File: config.mk
export PLATFORM = sky130hd
export DESIGN_NAME = mbad_decode
export DESIGN_NICKNAME = d
export VERILOG_FILES = /design/src/pkg/mbad_pkg.sv /design/src/logic/mbad_first_match.sv /design/src/logic/mbad_second_match.sv /design/src/logic/mbad_decode.sv
export SDC_FILE = /design/constraint.sdc
export NUM_CORES = 1
export LEC_CHECK = 0
export ABC_AREA = 1
export BUFFER_PORTS_ARGS = -buffer_cell sky130_fd_sc_hd__buf_2
export CAP_MARGIN = 20
export CORE_MARGIN = 2
export CORE_UTILIZATION = 40
export CTS_CLUSTER_SIZE = 28
export DETAILED_ROUTE_END_ITERATION = 10
export HOLD_SLACK_MARGIN = 0.12
export PLACE_DENSITY = 0.77
export SLEW_MARGIN = 30
export SYNTH_ARGS = -nofsm -noshare
export SYNTH_HDL_FRONTEND = slang
export SYNTH_SLANG_ARGS = --single-unit
File: constraint.sdc
create_clock -name sys_clk -period 1.36 [get_ports sys_clk]
set_input_delay 0.204 -clock sys_clk [delete_from_list [all_inputs] [get_ports sys_clk]]
set_output_delay 0.204 -clock sys_clk [all_outputs]
set_load 0.02 [all_outputs]
File: src/pkg/mbad_pkg.sv
package mbad_pkg;
  // Control-space locations of the two base registers (movec selector).
  localparam logic [11:0] CTL_SECOND_BASE = 12'h0C0E;
  localparam logic [11:0] CTL_FIRST_BASE  = 12'h0C0F;
  // Field positions in the first base register.
  localparam int BASE_MSB   = 31;
  localparam int BASE_LSB   = 12;
  localparam int BIT_WP     = 8;
  localparam int BIT_ALT_MASTER_MASK      = 6;
  localparam int BIT_IACK_MASK            = 5;
  localparam int BIT_SUPERVISOR_CODE_MASK = 4;
  localparam int BIT_SUPERVISOR_DATA_MASK = 3;
  localparam int BIT_USER_CODE_MASK       = 2;
  localparam int BIT_USER_DATA_MASK       = 1;
  localparam int BIT_VALID  = 0;
  // Second register decodes on the top two address bits.
  localparam int BASE2_LSB  = 30;
  // Region size of the first register: 4 KByte.
  localparam int FIRST_REGION_BYTES = 4096;
  // Routing targets of a decoded access.
  typedef enum logic [1:0]
  {
    MBAD_TGT_SRAM   = 2'b00,
    MBAD_TGT_FIRST  = 2'b01,
    MBAD_TGT_SECOND = 2'b10,
    MBAD_TGT_EXT    = 2'b11
  } mbad_target_t;
endpackage : mbad_pkg

File: src/logic/mbad_first_match.sv
`timescale 1ns/1ps
module mbad_first_match
(
  // Register contents.
  input  wire logic [31:0] base_ff,
  // Access attributes.
  input  wire logic [31:0] addr,
  input  wire logic        wr,
  input  wire logic        supervisor,
  input  wire logic        code,
  input  wire logic        alt_master,
  input  wire logic        iack,
  // Result.
  output logic             hit,
  output logic             wp_block
);
  logic mask_hit;
  logic addr_hit;

  // Attribute masks; an alternate master ignores the four kind masks (not the iack mask) when its mask bit is clear.
  always_comb
  begin
    mask_hit = 1'b0;
    if (!(alt_master && !base_ff[mbad_pkg::BIT_ALT_MASTER_MASK]))
    begin
      if (supervisor && code && base_ff[mbad_pkg::BIT_SUPERVISOR_CODE_MASK])
        mask_hit = 1'b1;
      if (supervisor && !code && base_ff[mbad_pkg::BIT_SUPERVISOR_DATA_MASK])
        mask_hit = 1'b1;
      if (!supervisor && code && base_ff[mbad_pkg::BIT_USER_CODE_MASK])
        mask_hit = 1'b1;
      if (!supervisor && !code && base_ff[mbad_pkg::BIT_USER_DATA_MASK])
        mask_hit = 1'b1;
    end
    if (alt_master && base_ff[mbad_pkg::BIT_ALT_MASTER_MASK])
      mask_hit = 1'b1;
    if (iack && base_ff[mbad_pkg::BIT_IACK_MASK])
      mask_hit = 1'b1;
  end

  // Upper twenty address bits select a 4 KByte region.
  assign addr_hit = addr[mbad_pkg::BASE_MSB:mbad_pkg::BASE_LSB]
                    == base_ff[mbad_pkg::BASE_MSB:mbad_pkg::BASE_LSB];
  assign hit      = base_ff[mbad_pkg::BIT_VALID] && addr_hit && !mask_hit;
  // A write into a protected region is flagged rather than silently dropped.
  assign wp_block = hit && wr && base_ff[mbad_pkg::BIT_WP];
endmodule : mbad_first_match

File: src/logic/mbad_second_match.sv
`timescale 1ns/1ps
module mbad_second_match
(
  // Register contents.
  input  wire logic [31:0] base2_ff,
  // Access address.
  input  wire logic [31:0] addr,
  // Result.
  output logic             hit
);
  // One region on 1024 MByte boundaries, so only two bits compare.
  assign hit = base2_ff[mbad_pkg::BIT_VALID]
               && (addr[31:mbad_pkg::BASE2_LSB] == base2_ff[31:mbad_pkg::BASE2_LSB]);
endmodule : mbad_second_match

File: src/logic/mbad_decode.sv
`timescale 1ns/1ps
module mbad_decode
(
  // Clock and reset.
  input  wire logic        sys_clk,
  input  wire logic        rst_n,
  // Control-register write port from the core.
  input  wire logic        ctl_wr,
  input  wire logic [11:0] ctl_sel,
  input  wire logic [31:0] ctl_wdata,
  input  wire logic        ctl_supervisor,
  // Debug read port.
  input  wire logic        dbg_mode,
  input  wire logic        dbg_rd,
  input  wire logic [11:0] dbg_sel,
  output logic [31:0]      dbg_rdata,
  output logic             dbg_rvalid,
  // Processor bus access.
  input  wire logic        acc_valid,
  input  wire logic [31:0] acc_addr,
  input  wire logic        acc_wr,
  input  wire logic        acc_supervisor,
  input  wire logic        acc_code,
  input  wire logic        acc_alt_master,
  input  wire logic        acc_iack,
  input  wire logic        sram_hit,
  // Routing outcome.
  output logic             route_sram,
  output logic             route_first,
  output logic             route_second,
  output logic             route_ext,
  output logic             route_wp_error,
  output logic [1:0]       route_target
);
  logic [31:0] base_ff;
  logic [31:0] base2_ff;
  logic        valid_ff;
  logic        valid2_ff;
  logic        first_hit;
  logic        second_hit;
  logic        wp_block;
  logic [31:0] base_view;
  logic [31:0] base2_view;
  logic        wr_first;
  logic        wr_second;

  // Only supervisor writes at the two control locations land.
  assign wr_first  = ctl_wr && ctl_supervisor
                     && (ctl_sel == mbad_pkg::CTL_FIRST_BASE);
  assign wr_second = ctl_wr && ctl_supervisor
                     && (ctl_sel == mbad_pkg::CTL_SECOND_BASE);

  // Of the two base registers, the valid flags are the only bits with a reset value.
  always_ff @(posedge sys_clk or negedge rst_n)
  begin
    if (!rst_n)
    begin
      valid_ff  <= 1'b0;
      valid2_ff <= 1'b0;
    end
    else
    begin
      if (wr_first)
        valid_ff <= ctl_wdata[mbad_pkg::BIT_VALID];
      if (wr_second)
        valid2_ff <= ctl_wdata[mbad_pkg::BIT_VALID];
    end
  end

  // Remaining bits keep no reset, so reset does not disturb them.
  // The price is that they read as unknown until software first writes them.
  always_ff @(posedge sys_clk)
  begin
    if (wr_first)
      base_ff <= ctl_wdata;
    if (wr_second)
      base2_ff <= ctl_wdata;
  end

  assign base_view  = {base_ff[31:1], valid_ff};
  assign base2_view = {base2_ff[31:1], valid2_ff};

  // Debug read; normal software has no read path at all.
  always_ff @(posedge sys_clk or negedge rst_n)
  begin
    if (!rst_n)
    begin
      dbg_rdata  <= 32'h0000_0000;
      dbg_rvalid <= 1'b0;
    end
    else
    begin
      dbg_rvalid <= dbg_rd && dbg_mode;
      if (dbg_rd && dbg_mode)
      begin
        if (dbg_sel == mbad_pkg::CTL_FIRST_BASE)
          dbg_rdata <= base_view;
        else if (dbg_sel == mbad_pkg::CTL_SECOND_BASE)
          dbg_rdata <= base2_view;
        else
          dbg_rdata <= 32'h0000_0000;
      end
    end
  end

  mbad_first_match u_first
  (
    .base_ff    (base_view),
    .addr       (acc_addr),
    .wr         (acc_wr),
    .supervisor (acc_supervisor),
    .code       (acc_code),
    .alt_master (acc_alt_master),
    .iack       (acc_iack),
    .hit        (first_hit),
    .wp_block   (wp_block)
  );

  mbad_second_match u_second
  (
    .base2_ff (base2_view),
    .addr     (acc_addr),
    .hit      (second_hit)
  );

  // Priority: SRAM, then first, then second, else external decode.
  // A protected write is flagged here instead of leaking out to the external decode.
  always_comb
  begin
    route_sram     = 1'b0;
    route_first    = 1'b0;
    route_second   = 1'b0;
    route_ext      = 1'b0;
    route_wp_error = 1'b0;
    route_target   = mbad_pkg::MBAD_TGT_EXT;
    if (acc_valid)
    begin
      if (sram_hit)
      begin
        route_sram   = 1'b1;
        route_target = mbad_pkg::MBAD_TGT_SRAM;
      end
      else if (first_hit)
      begin
        route_first    = !wp_block;
        route_wp_error = wp_block;
        route_target   = mbad_pkg::MBAD_TGT_FIRST;
      end
      else if (second_hit)
      begin
        route_second = 1'b1;
        route_target = mbad_pkg::MBAD_TGT_SECOND;
      end
      else
      begin
        route_ext = 1'b1;
      end
    end
  end
endmodule : mbad_decode

==> results.yml <==
yosys:
  ys_seq_elements: 97
  synth_xor_area_frac: 0
  synth_cells: 456
  muxShareOfSynthArea: 0
  synthSimpleGateAreaFrac: 0.259
  yosysSeqAreaShare: 0.639
  synth_cell_type_count: 21
  synth_fa_ha_area_frac: 0
  synth_top_family_by_area: "simple AND/OR/NAND/NOR gates"
  synth_nets: 557
  netlist_area_mm2: 0.00428
  yosys_warnings: 0
  syn_area_per_cell_um2: 9.39
  synth_compound_area_frac: 0.0459
detailed_routing:
  wl_um: 12000
  wl_per_cell_um: 15.0
  vias_per_cell: 4.80
  drtIter0Drc: 238
  ant_nets: 0
  drtPass1Iterations: 5
  via_count: 3834
  route.detailed.drc: 0
sta:
  finClkSkew_ns: 0.00761
  worst_slack_ns: -0.731
  slew_headroom: 0.662
  fin_crit_ns: 2.09
  fmax_ghz: 0.478
  worst_slew_pin_slew_ns: 0.507
  timing.setup.tns_ns: -4.03
  hold_slack_ns: 0.291
  finalHoldViolCount: 0
  setup_viol: 6
  period_share: 1.54
  rsz0062_at_grt: "yes"
  report.final.slew_viol_count: 0
pwr:
  ir_worst_vdd_v: 0.000594
  pwr_density_cell_mw_per_mm2: 887
  seqPwrFrac: 0.585
  combPwrFrac: 0.081
  switchingPower_mw: 1.32
  p_clk_frac: 0.334
  p_sw_frac: 0.246
  p_leak_nw: 3.02
  power.internal_mw: 4.05
floorplan:
  ios: 141
  die-area_mm2: 0.0115
  core_area_mm2: 0.0104
  die_w_um: 107
  fp.dieH_um: 107
  initial_core_util: 0.413
  placementRows: 37
setup_path:
  worstSetupEndpointType: "primary output"
  r2r-start: "base2_ff[31]$_DFFE_PP_"
  slowest_stage: "edfxtp_1"
  rrSetupSlack_ns: 0.24
  critical_path_class: "flop to primary output"
  crit_top_cell: "nand2_1"
  crit_arrival_ns: 1.89
  rr_worst_depth: 6
  path_cells: "nand2_1 -> nand2_1 -> nor2_1 -> nand2_1 -> nor2_2 -> nand4_1 -> nor2_1 -> buf_4"
  critPathMaxFanout: 3
  slowest_delay_ns: 0.43
  reg2reg_to: "dbg_rdata[31]$_DFFE_PN0P_"
  cp.required_ns: 1.16
  start_kind: "flop"
cts:
  numCtsBuffers: 9
  clk_path_buf_depth: 2
  tritoncts: "done"
  h-tree-depth: 3
  root_buffer: "clkbuf_8"
  clk_pin_slew_ns: 0.10
  clk_latency_ns: 0.37
  clock-sinks: 97
final_layout:
  syn2layout_area_growth_pct: 41.4
  antennaDiodeCount: 0
  nNetsFinal: 759
  utilization: 0.584
  design_area_mm2: 0.00606
  layout-drive-gt1-share: 0.342
  final_cells: 799
grt:
  overflow: 0
  grt_max_degree: 36
  grt_usage: 0.211
  grt_pass1_vias: 3865
  antenna_found_initial: 0
  grt_pass1_wl_um: 18600
place:
  place_area_mm2: 0.00542
  dp_cells: 744
  dpl.hpwl_um: 8410
  io_buffers: 128
  finalWeightedCongestion: 0.828
worst_hold_path:
  hold_path_class: "primary input to flop"
  whs_endpoint: "valid_ff$_DFFE_PN0P_"
  hold_depth: 4
  holdCritStartpoint: "ctl_sel[0]"
run_status:
  status: "finished with violations"
  violations: "setup timing"
job:
  maxCapViolCount: 0
## synthesized netlist by cell type
master | n | area, um2
a21oi_1 | 1 | 5.00
a31oi_1 | 1 | 6.26
buf_1 | 3 | 11.3
buf_2 | 9 | 45.0
buf_6 | 1 | 11.3
clkbuf_1 | 3 | 11.3
dfrtp_1 | 35 | 876
edfxtp_1 | 62 | 1860
inv_1 | 42 | 158
nand2_1 | 180 | 676
nand2_2 | 1 | 6.26
nand3_1 | 54 | 270
nand4_1 | 2 | 12.5
nor2_1 | 30 | 113
nor3_1 | 1 | 5.00
nor3_2 | 1 | 10.0
nor3b_4 | 1 | 18.8
o211ai_1 | 1 | 7.51
o21ai_0 | 16 | 80.1
o21ai_1 | 2 | 10.0
o21ai_2 | 10 | 87.6
## how the worst max path moves through the flow
stage,startpoint,end,slack [ns],cells past startpoint
after floorplan,base_ff[20]$_DFFE_PP_,route_first,-0.05,7
after global placement,base_ff[12]$_DFFE_PP_,route_wp_error,-0.31,8
after detailed placement,base_ff[22]$_DFFE_PP_,route_first,-0.40,8
after CTS,base_ff[5]$_DFFE_PP_,route_first,-0.70,8
after global routing,base_ff[22]$_DFFE_PP_,route_wp_error,-0.82,8
final,base_ff[27]$_DFFE_PP_,route_wp_error,-0.73,8
## state kept, by name (all words and copies together) (netlist names)
register,count
base_ff,31
dbg_rdata,32
valid2_ff,1
valid_ff,1
base2_ff,31
dbg_rvalid,1
## layer usage
metal | up-vias | wire (um) | global-route usage
met5 | - | 0 | 0
met3 | 16 | 775 | 0.0472
met4 | 0 | 222 | 0.0641
li1 | 1882 | - | -
met2 | 148 | 6060 | 0.364
met1 | 1788 | 4950 | 0.267
## timing repair
action	in CTS	in global routing
resized for setup	16	16
endpoints found under the hold margin	98	0
hold buffers	33	0
buffers inserted	3	3
endpoints found under the setup margin	6	6
pin swaps	10	11
## placed cells by master (no fill, tap or decap), drive strengths merged
cell / count
a21oi: 1
a31oi: 1
buf: 174
clkbuf: 9
clkinv: 1
clkinvlp: 3
dfrtp: 35
dlygate4sd3: 33
edfxtp: 62
inv: 45
nand2: 181
nand3: 54
nand4: 2
nor2: 30
nor3: 2
nor3b: 1
o211ai: 1
o21ai: 28
## worst max-delay path, delay by kind of cell, from the launching register on
kind,cells,cell delay [ns]
buf+inv,1,0.17
simple gates,7,0.92
flops,1,0.43
## metrics by stage
step	setup WS [ns]	total power, mW
final	-0.731	5.37
after global routing	-0.820	5.56
after CTS	-0.696	5.37
after detailed placement	-0.399	3.55
after global placement	-0.310	3.53
after floorplan	-0.0488	3.32
## kinds of logic (layout without fill, tap and decap cells)
logic type,count (synthesis),count (layout)
buffers and inverters,58,265
AO/OA/AOI/OAI,31,31
AND/OR/NAND/NOR,270,270
flip-flops,97,97
## power groups by stage
stage	Combinational (mW)	Clock [mW]	Sequential, mW
after floorplan	0.107	0	3.21
after global placement	0.329	0	3.20
after detailed placement	0.341	0	3.20
after CTS	0.425	1.81	3.14
after global routing	0.473	1.95	3.14
final	0.437	1.80	3.14
## cell type report
cell class                 count  area [um2]
sequential                    97        2740
inverter                      42         165
tap                          136         170
fill                         876        4310
clock inverter                 7        60.1
timing repair buffer         207        1410
clock buffer                   9         124
multi-input combinational    301        1390
No activity file was read; power rests on OpenSTA's default activity.
